`src/rtl/vsdd_defines.svh`:
```
// Constants for the shared video/processor DRAM controller and address decode.
// Assumes a 40 MHz system clock and an 8-bit processor with an 18-bit address bus.
// ====================================================================
`ifndef VSDD_DEFINES_SVH
`define VSDD_DEFINES_SVH
`define VSDD_ROM_LAST 18'h0BFFF
`define VSDD_CART_FIRST 18'h0C000
`define VSDD_CART_LAST 18'h0FFFF
`define VSDD_RAM_FIRST 18'h20000
`define VSDD_RAM_LAST 18'h3FFFF
`define VSDD_BANK_BIT 16
`define VSDD_PERIPH_A17 1'h0
`define VSDD_PERIPH_A16 1'h1
`define VSDD_PERIPH_A6 1'h0
`define VSDD_FETCH_GAP 8'h1F
`define VSDD_PHASE_COUNT 3'h4
`endif

```
`src/rtl/vsdd_pkg.sv`:
```
// Types shared by the DRAM controller files.
// Assumes the defines header is compiled alongside.
`default_nettype none
package vsdd_pkg;
	typedef enum logic [2:0] {
		VSDD_IDLE, VSDD_ROW, VSDD_COL, VSDD_HOLD, VSDD_DONE
	} vsdd_state_type;
	typedef struct packed {
		logic req;
		logic write;
		logic [17:0] addr;
	} vsdd_cpu_type;
	typedef struct packed {
		logic row_strobe_n;
		logic bank0_column_strobe_n;
		logic bank1_column_strobe_n;
		logic ram_write_strobe_n;
		logic row_column_select;
		logic video_address_select;
		logic transceiver_output_enable_n;
	} vsdd_dram_type;
endpackage : vsdd_pkg
`default_nettype wire

```
`src/rtl/vsdd_controller.sv`:
```
// Memory side of the combined video and memory controller.
// Assumes processor address and direction arrive from pins; the oscillator is a pin level.
`default_nettype none
`include "vsdd_defines.svh"
module vsdd_controller import vsdd_pkg::*; (
	input wire logic clk,
	input wire logic rst,
	input wire logic osc_in,
	input wire logic cpu_strobe,
	input wire logic cpu_write,
	input wire logic [17:0] cpu_addr,
	input wire logic frame_start,
	output logic cpu_done,
	output logic master_clock,
	output logic row_strobe_n,
	output logic bank0_column_strobe_n,
	output logic bank1_column_strobe_n,
	output logic ram_write_strobe_n,
	output logic row_column_select,
	output logic video_address_select,
	output logic transceiver_output_enable_n,
	output logic [7:0] video_ram_address,
	output logic rom_output_enable,
	output logic cartridge_select,
	output logic peripheral_select_n
);
	vsdd_cpu_type cpu_meta;
	vsdd_cpu_type cpu_sync;
	logic osc_meta;
	logic osc_sync;
	logic osc_last;
	vsdd_state_type state;
	vsdd_state_type next_state;
	logic [2:0] phase;
	logic [2:0] next_phase;
	logic owner_video;
	logic next_owner_video;
	vsdd_dram_type dram;
	vsdd_dram_type next_dram;
	logic [7:0] next_video_ram_address;
	logic next_cpu_done;
	logic next_master_clock;
	logic next_rom_output_enable;
	logic next_cartridge_select;
	logic next_peripheral_select_n;
	logic fetch_req;
	logic fetch_done;
	logic [15:0] fetch_addr;
	logic cpu_in_ram;
	logic cpu_in_rom;
	logic cpu_in_cart;

	vsdd_video_addr_gen #(
		.ADDR_WIDTH(16)
	) u_video (
		.clk(clk),
		.rst(rst),
		.frame_start(frame_start),
		.fetch_done(fetch_done),
		.fetch_req(fetch_req),
		.fetch_addr(fetch_addr)
	);

	// ====================================================================
	// Pin synchronisers
	always_ff @(posedge clk) begin
		if (rst) begin
			cpu_meta <= '0;
			cpu_sync <= '0;
			osc_meta <= 1'b0;
			osc_sync <= 1'b0;
			osc_last <= 1'b0;
		end else begin
			cpu_meta <= '{req: cpu_strobe, write: cpu_write, addr: cpu_addr};
			cpu_sync <= cpu_meta;
			osc_meta <= osc_in;
			osc_sync <= osc_meta;
			osc_last <= osc_sync;
		end
	end

	// ====================================================================
	// Address decode
	always_comb begin
		cpu_in_rom = cpu_sync.addr <= `VSDD_ROM_LAST;
		cpu_in_cart = (cpu_sync.addr >= `VSDD_CART_FIRST)
			&& (cpu_sync.addr <= `VSDD_CART_LAST);
		cpu_in_ram = cpu_sync.addr >= `VSDD_RAM_FIRST;
		next_rom_output_enable = cpu_sync.req && !cpu_sync.write && cpu_in_rom;
		next_cartridge_select = cpu_sync.req && cpu_in_cart;
		next_peripheral_select_n = !(cpu_sync.req
			&& cpu_sync.addr[17] == `VSDD_PERIPH_A17
			&& cpu_sync.addr[16] == `VSDD_PERIPH_A16
			&& cpu_sync.addr[6] == `VSDD_PERIPH_A6);
		next_master_clock = master_clock;
		if (osc_sync && !osc_last) begin
			next_master_clock = !master_clock;
		end
	end

	// ====================================================================
	// DRAM sequencer
	always_comb begin
		next_state = state;
		next_phase = phase;
		next_owner_video = owner_video;
		next_dram = dram;
		next_video_ram_address = video_ram_address;
		next_cpu_done = 1'b0;
		fetch_done = 1'b0;
		case (state)
			VSDD_IDLE: begin
				next_dram = '{row_strobe_n: 1'b1, bank0_column_strobe_n: 1'b1,
					bank1_column_strobe_n: 1'b1, ram_write_strobe_n: 1'b1,
					row_column_select: 1'b1, video_address_select: 1'b0,
					transceiver_output_enable_n: 1'b1};
				if (fetch_req) begin
					next_owner_video = 1'b1;
					next_dram.video_address_select = 1'b1;
					next_video_ram_address = fetch_addr[7:0];
					next_state = VSDD_ROW;
				end else if (cpu_sync.req && cpu_in_ram && !cpu_done) begin
					next_owner_video = 1'b0;
					next_dram.transceiver_output_enable_n = 1'b0;
					next_state = VSDD_ROW;
				end
			end
			VSDD_ROW: begin
				next_dram.row_strobe_n = 1'b0;
				next_dram.ram_write_strobe_n = owner_video || !cpu_sync.write;
				next_state = VSDD_COL;
			end
			VSDD_COL: begin
				next_dram.row_column_select = 1'b0;
				if (owner_video) begin
					next_video_ram_address = fetch_addr[15:8];
					next_dram.bank0_column_strobe_n = 1'b0;
				end else begin
					next_dram.bank0_column_strobe_n = cpu_sync.addr[`VSDD_BANK_BIT];
					next_dram.bank1_column_strobe_n = !cpu_sync.addr[`VSDD_BANK_BIT];
				end
				next_phase = `VSDD_PHASE_COUNT;
				next_state = VSDD_HOLD;
			end
			VSDD_HOLD: begin
				next_phase = phase - 3'h1;
				if (phase == 3'h1) begin
					next_state = VSDD_DONE;
				end
			end
			VSDD_DONE: begin
				next_dram.row_strobe_n = 1'b1;
				next_dram.bank0_column_strobe_n = 1'b1;
				next_dram.bank1_column_strobe_n = 1'b1;
				next_dram.ram_write_strobe_n = 1'b1;
				next_dram.row_column_select = 1'b1;
				next_dram.video_address_select = 1'b0;
				next_dram.transceiver_output_enable_n = 1'b1;
				if (owner_video) begin
					fetch_done = 1'b1;
				end else begin
					next_cpu_done = 1'b1;
				end
				next_state = VSDD_IDLE;
			end
			default: begin
				next_state = VSDD_IDLE;
			end
		endcase
		if (cpu_sync.req && cpu_done) begin
			next_cpu_done = 1'b1;
		end
	end

	always_ff @(posedge clk) begin
		if (rst) begin
			state <= VSDD_IDLE;
			phase <= 3'h0;
			owner_video <= 1'b0;
			dram <= '{row_strobe_n: 1'b1, bank0_column_strobe_n: 1'b1,
				bank1_column_strobe_n: 1'b1, ram_write_strobe_n: 1'b1,
				row_column_select: 1'b1, video_address_select: 1'b0,
				transceiver_output_enable_n: 1'b1};
			video_ram_address <= 8'h00;
			cpu_done <= 1'b0;
			master_clock <= 1'b0;
			rom_output_enable <= 1'b0;
			cartridge_select <= 1'b0;
			peripheral_select_n <= 1'b1;
		end else begin
			state <= next_state;
			phase <= next_phase;
			owner_video <= next_owner_video;
			dram <= next_dram;
			video_ram_address <= next_video_ram_address;
			cpu_done <= next_cpu_done;
			master_clock <= next_master_clock;
			rom_output_enable <= next_rom_output_enable;
			cartridge_select <= next_cartridge_select;
			peripheral_select_n <= next_peripheral_select_n;
		end
	end

	// ====================================================================
	// Strobe outputs
	always_comb begin
		row_strobe_n = dram.row_strobe_n;
		bank0_column_strobe_n = dram.bank0_column_strobe_n;
		bank1_column_strobe_n = dram.bank1_column_strobe_n;
		ram_write_strobe_n = dram.ram_write_strobe_n;
		row_column_select = dram.row_column_select;
		video_address_select = dram.video_address_select;
		transceiver_output_enable_n = dram.transceiver_output_enable_n;
	end
endmodule : vsdd_controller
`default_nettype wire

```
`src/rtl/vsdd_video_addr_gen.sv`:
```
// Display fetch address sequencer.
// Assumes a one-cycle frame start pulse from the picture timing logic.
`default_nettype none
`include "vsdd_defines.svh"
module vsdd_video_addr_gen import vsdd_pkg::*; #(
	parameter int ADDR_WIDTH = 16
) (
	input wire logic clk,
	input wire logic rst,
	input wire logic frame_start,
	input wire logic fetch_done,
	output logic fetch_req,
	output logic [ADDR_WIDTH-1:0] fetch_addr
);
	logic [7:0] gap;
	logic [7:0] next_gap;
	logic [ADDR_WIDTH-1:0] next_fetch_addr;
	logic next_fetch_req;

	if (ADDR_WIDTH != 16) begin : g_width_check
		$error("vsdd_video_addr_gen: ADDR_WIDTH must be 16");
	end

	// ====================================================================
	// Fixed fetch sequence
	always_comb begin
		next_gap = gap;
		next_fetch_addr = fetch_addr;
		next_fetch_req = fetch_req;
		if (frame_start) begin
			next_fetch_addr = '0;
			next_gap = `VSDD_FETCH_GAP;
			next_fetch_req = 1'b0;
		end else if (fetch_req) begin
			if (fetch_done) begin
				next_fetch_req = 1'b0;
				next_fetch_addr = fetch_addr + 1'b1;
				next_gap = `VSDD_FETCH_GAP;
			end
		end else if (gap == 8'h00) begin
			next_fetch_req = 1'b1;
		end else begin
			next_gap = gap - 8'h01;
		end
	end

	always_ff @(posedge clk) begin
		if (rst) begin
			gap <= `VSDD_FETCH_GAP;
			fetch_addr <= '0;
			fetch_req <= 1'b0;
		end else begin
			gap <= next_gap;
			fetch_addr <= next_fetch_addr;
			fetch_req <= next_fetch_req;
		end
	end
endmodule : vsdd_video_addr_gen
`default_nettype wire

```
`config.mk`:
```
export PLATFORM = sky130hd
export DESIGN_NAME = vsdd_controller
export DESIGN_NICKNAME = d
export VERILOG_FILES = /design/src/rtl/vsdd_pkg.sv /design/src/rtl/vsdd_controller.sv /design/src/rtl/vsdd_video_addr_gen.sv
export VERILOG_INCLUDE_DIRS = /design/src /design/src/rtl
export SDC_FILE = /design/constraint.sdc
export NUM_CORES = 1
export LEC_CHECK = 0
export BUFFER_PORTS_ARGS = -buffer_cell sky130_fd_sc_hd__buf_2
export CORE_MARGIN = 5
export CORE_UTILIZATION = 29
export DETAILED_ROUTE_END_ITERATION = 10
export PLACE_DENSITY = 0.51
export SYNTH_ARGS = -nofsm -noshare
export SYNTH_HDL_FRONTEND = slang
export SYNTH_HIERARCHICAL = 1
export SYNTH_SLANG_ARGS = --single-unit
```
`constraint.sdc`:
```
create_clock -name clk -period 3 [get_ports clk]
set_input_delay 0.6 -clock clk [delete_from_list [all_inputs] [get_ports clk]]
set_output_delay 0.6 -clock clk [all_outputs]
set_load 0.005 [all_outputs]
```
* Word level (Yosys, flattened, before mapping)
Index checks and enable logic that the tools add are counted.
** Storage, ports and cells
- Flip-flop bits (word level) :: 95
- Output and inout bits :: 20
- Logic and storage cells :: 114
** Operators by class
- Bitwise gates (word level) :: 2
- Magnitude comparators :: 4
- Eq/ne operators :: 12
- Reductions and logical operators :: 34
- $add $sub $neg :: 3
- Muxes and demuxes :: 31
** Operators with widths (count)
- 8-bit two-way mux :: 5
- 18-bit by 16-bit <= comparator with 1-bit output, second input constant :: 2
- 18-bit by 16-bit greater-or-equal comparator with 1-bit output, second input constant :: 1
- 18-bit greater-or-equal comparator, second input constant :: 1
- 16-bit by 1-bit adder with 16-bit output, second input constant :: 1
- 8-bit case mux with 2 select lines :: 1
- 1-bit two-way mux :: 15
- 3-bit case mux with 4 select lines :: 1
- 2-bit nonzero test :: 6
- 1-bit logical AND :: 11
- 2-bit AND reduction :: 5
- 3-bit two-way mux :: 3
- 8-bit logical NOT :: 1
- 2-bit inequality test, second input constant :: 4
- 2-bit case mux with 2 select lines :: 2
- 8-bit by 1-bit subtractor with 8-bit output, second input constant :: 1
- 3-bit by 1-bit == test with 1-bit output, second input constant :: 2
- 3-bit by 2-bit == test with 1-bit output, second input constant :: 2
- 1-bit logical NOT :: 6
- 1-bit case mux with 2 select lines :: 3
- 3-bit case mux with 2 select lines :: 1
- 2-bit by 1-bit inequality test with 1-bit output, second input constant :: 2
- 2-bit OR reduction :: 2
- 3-bit == test, second input constant :: 1
- other kinds (6) :: 7

* Logic depth before layout (Yosys ltp)
Gate-level depths: netlist of run 1.
- Depth after elaboration :: 6
- Mapped depth :: 8

* Cells and area by module
The synthesis of run 1 kept the hierarchy.
** Modules (own cells, without submodules)
- vsdd_controller :: instances 1, area an instance 1655.3 sq um, cells an instance 171, seq. area each 880.8 sq um
- vsdd_video_addr_gen :: instances 1, area an instance 1168.6 sq um, cells an instance 133, seq. area each 500.5 sq um

* Least setup slack after synthesis of run 1
No wires, ideal clock.
- Kind :: reg2reg
- Start point :: register state[1]
- End point :: register u_video.fetch_addr[11]
- Buffers on the path :: 2
- Cell stages (with the launch flop) :: 9
- Required time :: 2.941 ns
- Clock period less this slack :: 2.292 ns
- Arrival time :: 2.233 ns
- Path slack :: 0.708 ns
- Path through :: dfxtp_1 > buf_6 > nor2_1 > and3_1 > nand2_1 > or3_1 > clkbuf_1 > or4_1 > nand2_1
** Between the ends
- Word-level cells in the longest chain between the ends :: 3
** RTL lines
- from (decl) :: RTL line vsdd_controller.sv:32 : vsdd_state_type state;
- from (signal assigned) :: RTL line vsdd_controller.sv:191 : state <= next_state;
- 3-bit == test :: RTL line vsdd_controller.sv:111 : case (state)
- 1-bit two-way mux :: RTL line vsdd_controller.sv:111
- named net fetch_done :: RTL line vsdd_controller.sv:47 : logic fetch_done;
- 2-bit AND reduction (no source line)
- to (signal assigned) :: RTL line vsdd_video_addr_gen.sv:54 : fetch_addr <= next_fetch_addr;
- to (decl) :: RTL line vsdd_video_addr_gen.sv:13 : output logic [ADDR_WIDTH-1:0] fetch_addr
The timed path passes the listed nets, and every way through them passes these cells.
A chain may end at the register's enable or synchronous reset.

* Final worst setup path of run 1
- Start point :: register state[0]
- End point :: register u_video.fetch_addr[15]
Same word-level chain as after synthesis.

==> metrics.cfg, run 1 <==
[synth]
ys_async_sr_fraction_pct=0
synth_top_cell_by_area=dfxtp_1
synth_enable_flop_cells=0
synth_area_um2=2820
synth.distinct_cells=51
synth_warnings=6
ys_top_cells_by_area=dfxtp_1, nor2b_1, a21oi_1
synthCells=304
yosysSeqAreaShare_pct=48.9
syn-num-nets=332
ys.flop_type=dfxtp_1
synth_top_area_share_pct=48.9
syn_area_per_cell_um2=9.29
ys_ff_latch=69
synth_common_cells=dfxtp_1, nor2_1, a21oi_1, nor2b_1, nand2_1
yosysMostFrequentCell=dfxtp_1

[cts]
clkTransAtPathRegs_ns=0.09
clock_latency_ns=0.35
root_buffer=clkbuf_8
cts_buffers=9
h-tree-depth=3
cts_hold_buf=0
cts_num_sinks=69
postCtsSetupBuffers=0
clock_path_buffers=2
cts_tree=done
cts-resized-gates=0

[finish]
diodes=0
nets=362
fillers=1019
layout-drive-gt1-share_pct=18.6
area_delta_synth_final_pct=17.7

[worst_setup_path]
crit_required_ns=3.27
crit_arrival_ns=2.42
crit_chain=nor2_1 > and3_1 > nand2_1 > or3_1 > nor4_1 > mux2i_1
worst_setup_path_end_kind=flop
path_delay_family=simple AND/OR/NAND/NOR gates
start_kind=flop
worst_path_largest_cell_delay_ns=0.51
cp_num_buf_inv=0
crit_fanout=12
criticalPathCategory=reg -> reg
rrSetupSlack_ns=0.85
cpMaxStageDelayCell=or3_1

[placed_design]
dp_hpwl_um=4030
gp_congestion=0.786
portBuffers=30

[grt]
antenna_found_initial=0
grt.overflow.total=0
grt_max_degree=42
grt_pass1_vias=2111
grtUsageTotal_pct=10.6
grt_pass1_wl_um=9860

[sta]
slew_headroom_pct=60.0
finalCritPeriodShare_pct=71.7
period_minus_slack_ns=2.15
hold_viol=0
fin_setup_tns_ns=0
clock.fmax_mhz=465
worstMarginPinSlew_ns=0.592
slew_viol_final=0
holdWs_ns=0.424
rsz0062_at_grt=false
fin_worst_skew_ns=0.0159
setup_viol=0

[outcome]
status=complete, no violations

[route]
via_per_inst=4.67
postRouteAntennaNets=0
vias=2206
routedWlPerCell_um=12.2
first_iter_violations=103
firstDrtPassIters=4
drc=0
drt_wl_total_um=5740

[power]
leakage_nw=1.22
powerDensity_nw_per_um2=576
peakVddDrop_uv=211

[die]
boundaryPins=44
rows=36
die_area_um2=11800
core-area_um2=9640
fp.dieW_um=109
die_h_um=109
initial_utilization_pct=29.3

[job]
maxCapViolCount=0

[hold_path]
min_path_type=reg -> reg

[path summary, 6_finish.rpt]
check,depth (start not counted),to,from
worst max-delay path,6,u_video/fetch_addr[15],state[0]
worst min register to register,1,peripheral_select_n,cpu_sync[6]
worst max register to register,6,u_video/fetch_addr[15],state[0]
worst min-delay path,1,peripheral_select_n,cpu_sync[6]
[registers in the layout, summed over array words and instances, names as in the netlist, 3 cells and up]
register            cells
video_ram_address       8
u_video/gap             8
phase                   3
state                   3
u_video/fetch_addr     16
cpu_meta                7
cpu_sync                7
[layout make-up]
cell class | instances | area, um2 | area share, %
Multi-Input combinational cell | 207 | 1310 | 39.5
Clock buffer | 9 | 124 | 3.73
Clock inverter | 7 | 103 | 3.09
Inverter | 11 | 41.3 | 1.24
Tap cell | 133 | 166 | 5.01
Timing Repair Buffer | 36 | 195 | 5.87
Sequential cell | 69 | 1380 | 41.6
[through the flow]
step	instance area, um2	worst slack, ns	std cells	util, %	power (W)
floorplan	2820	0.708	304	-	0.00105
global placement	3100	0.934	456	32.1	0.00108
detailed placement	3100	0.848	456	32.1	0.00108
CTS	3320	0.834	472	34.5	0.00195
global route	3320	0.703	472	34.5	0.00200
finish	3320	0.849	472	34.5	0.00191
[power breakdown]
group	internal [W]	total, W	switching, W
Combinational	0.0000430	0.000103	0.0000598
Sequential	0.000936	0.000951	0.0000152
Clock	0.000479	0.000859	0.000379
Total	0.00146	0.00191	0.000454
[per-layer routing]
metal	GRT usage, %	share of wire (%)
met2	15.8	44
met4	5.14	2.1
met3	3.79	4.1
met1	13.5	49
met5	0	0
[kinds of logic after synthesis]
group | after synthesis | share of synthesized area, %
adders and majority gates | 4 | 1.77
muxes | 3 | 1.28
xor gates and xnor gates | 14 | 4.34
AOI/OAI and AO/OA | 62 | 13.9
buffers and inverters | 28 | 4.61
DFF | 69 | 48.9
and+or+nand+nor | 124 | 25.2
[layout by cell type, fill, tap and decap left out, types with 11 or more instances in the layout]
cell type | synthesis | routed
nor2b_1 | 22 | 22
nor2_1 | 23 | 23
a21oi_1 | 22 | 22
nand3_1 | 11 | 11
inv_1 | 11 | 11
nand2_1 | 18 | 18
dfxtp_1 | 69 | 69
buf_2 | 5 | 30
No activity file was read; power rests on OpenSTA's default activity.
==> run 2, diff against run 1 <==
- PLACE_DENSITY: 0.51 -> 0.53
- clock period: 3 -> 1.8 ns (I/O delays scaled with it)
==> run 2 against run 1 <==
  * The run now ends with negative setup slack left
  * Utilization rose by 2.3 points
  * First-iteration DRC count decreased by 14%
  * Sequential share of layout area fell by 2.4 points
  * Routed wire length grew 9.2%
  * Power is 57% higher
  * Largest cell class unchanged
==> metrics.cfg, run 2 (same netlist as run 1, synthesis figures left out) <==
[power]
powerDensity_nw_per_um2=847  ; +47%
peakVddDrop_uv=345  ; +64%
leakage_nw=1.34  ; +10%

[sta]
finalCritPeriodShare_pct=104  ; +32 points
rsz0062_at_grt=true
setup_viol=1  ; +1
slew_headroom_pct=69.7  ; +9.8 points
period_minus_slack_ns=1.87  ; -0.281 ns
fin_worst_skew_ns=0.00455  ; -0.0113 ns
layout_setup_ws_ns=-0.0707  ; -0.919 ns
slew_viol_final=0  ; unchanged
fin_setup_tns_ns=-0.0707  ; -0.0707 ns
hold_viol=0  ; unchanged
worstMarginPinSlew_ns=0.449  ; -0.144 ns
clock.fmax_mhz=535  ; +15%

[outcome]
violations=negative setup slack
status=finished, violations left

[die]
initial_utilization_pct=29.3  ; unchanged
rows=36  ; unchanged
boundaryPins=44  ; unchanged
die_area_um2=11800  ; unchanged
fp.dieW_um=109  ; unchanged
die_h_um=109  ; unchanged
core-area_um2=9640  ; unchanged

[finish]
final_cell_mix=dfxtp_1, buf_2, buf_4, nor2_1, a21oi_1
design_area_um2=3540  ; +6.6%
diodes=0  ; unchanged
nets=386  ; +6.6%
fin_util_pct=36.7  ; +2.3 points
layout-drive-gt1-share_pct=28.7  ; +10 points
area_delta_synth_final_pct=25.4
final_common_cell=dfxtp_1
largest_register=u_video/fetch_addr
largestRegisters=u_video/fetch_addr (16), u_video/gap (8), video_ram_address (8)
largest_reg_flops=16  ; unchanged

[worst_setup_path]
start_kind=flop
crit_arrival_ns=2.09  ; -0.33 ns
crit_required_ns=2.02  ; -1.25 ns
criticalPathCategory=reg -> reg
crit_chain=inv_2 > ha_2 > nor4b_4 > or4b_4 > o311ai_0 > o31ai_2
worst_setup_path_end_kind=flop
crit_fanout=4  ; -8
worst_path_largest_cell_delay_ns=0.50  ; about the same
cpMaxStageDelayCell=or4b_4

[cts]
h-tree-depth=3  ; unchanged
cts_tree=done
cts_buffers=9  ; unchanged
clock_latency_ns=0.35  ; about the same
cts_num_sinks=69  ; unchanged
clock_path_buffers=2  ; unchanged
root_buffer=clkbuf_8
cts_hold_buf=0  ; unchanged
clkTransAtPathRegs_ns=0.09  ; about the same

[route]
drt_wl_total_um=6270  ; +9.2%
routedWlPerCell_um=12.6  ; +3.9%
first_iter_violations=89  ; -14%
postRouteAntennaNets=0  ; unchanged
drc=0  ; unchanged
vias=2330  ; +5.6%
via_per_inst=4.70  ; +0.51%
firstDrtPassIters=4  ; unchanged

[placed_design]
portBuffers=30  ; unchanged
dpl_worst_slack_ns=-0.0513  ; -0.900 ns
dp_hpwl_um=4340  ; +7.7%
gp_congestion=0.844  ; +7.4%
placed_cell_area_um2=3290  ; +6.1%

[grt]
grt_pass1_wl_um=10600  ; +7.6%
antenna_found_initial=0  ; unchanged
grt_max_degree=42  ; unchanged
grt.overflow.total=0  ; unchanged
grtUsageTotal_pct=11.4  ; +0.77 points
grt_pass1_vias=2197  ; +4.1%

[job]
maxCapViolCount=0  ; unchanged

[hold_path]
min_path_type=in -> reg

==> run 2: path summary, 6_finish.rpt <==
kind	startpoint	to	slack, ns	cells after the start
min reg2reg	cpu_sync[6]	peripheral_select_n	0.44	1
max	u_video/gap[0]	u_video/gap[7]	-0.07	6
max reg2reg	u_video/gap[0]	u_video/gap[7]	-0.07	6
min	cpu_addr[6]	cpu_meta[6]	0.21	2
==> run 2: worst max-delay path: cells and delay by family (launching register included) <==
| kind | cells | cell delay (ns) |
|---|---|---|
| compound gates | 2 | 0.56 |
| fa+ha+maj | 1 | 0.18 |
| buf+inv | 1 | 0.03 |
| flops | 1 | 0.34 |
| simple gates | 2 | 0.64 |
==> run 2: per-layer routing <==
layer / GRT usage, % / share of wire, %
met4: 5.32 / 1.8
met3: 3.20 / 3.7
met5: 0 / 0
met2: 17.0 / 45
met1: 15.1 / 49
==> run 2: timing repair <==
item | CTS | global route
endpoints found under the setup margin | 1 | 4
pin swaps | 1 | 3
buffers inserted | 0 | 3
resized for setup | 6 | 7
==> run 2: power by group <==
part           total (W)  switching (W)  internal [W]  leakage (nW)
logic           0.000205       0.000117     0.0000882         0.688
clock network    0.00122       0.000685      0.000533        0.0943
registers        0.00158      0.0000175       0.00156         0.561
==> run 2: final cells by class <==
class	count	area (um2)
fillers	1019	6100
flip-flops and latches	69	1390
multi-input cells	207	1380
repair buffers	60	375
well taps	133	166
clock buffers	9	124
clock inverters	7	65.1
inverters	11	41.3
==> run 2: stage by stage <==
| stage | hold slack (ns) | instances | power [W] |
|---|---|---|---|
| floorplan | 0.395 | 304 | 0.00175 |
| global placement | 0.412 | 477 | 0.00182 |
| detailed placement | 0.420 | 477 | 0.00182 |
| CTS | 0.188 | 493 | 0.00304 |
| global route | 0.182 | 496 | 0.00313 |
| finish | 0.208 | 496 | 0.00300 |
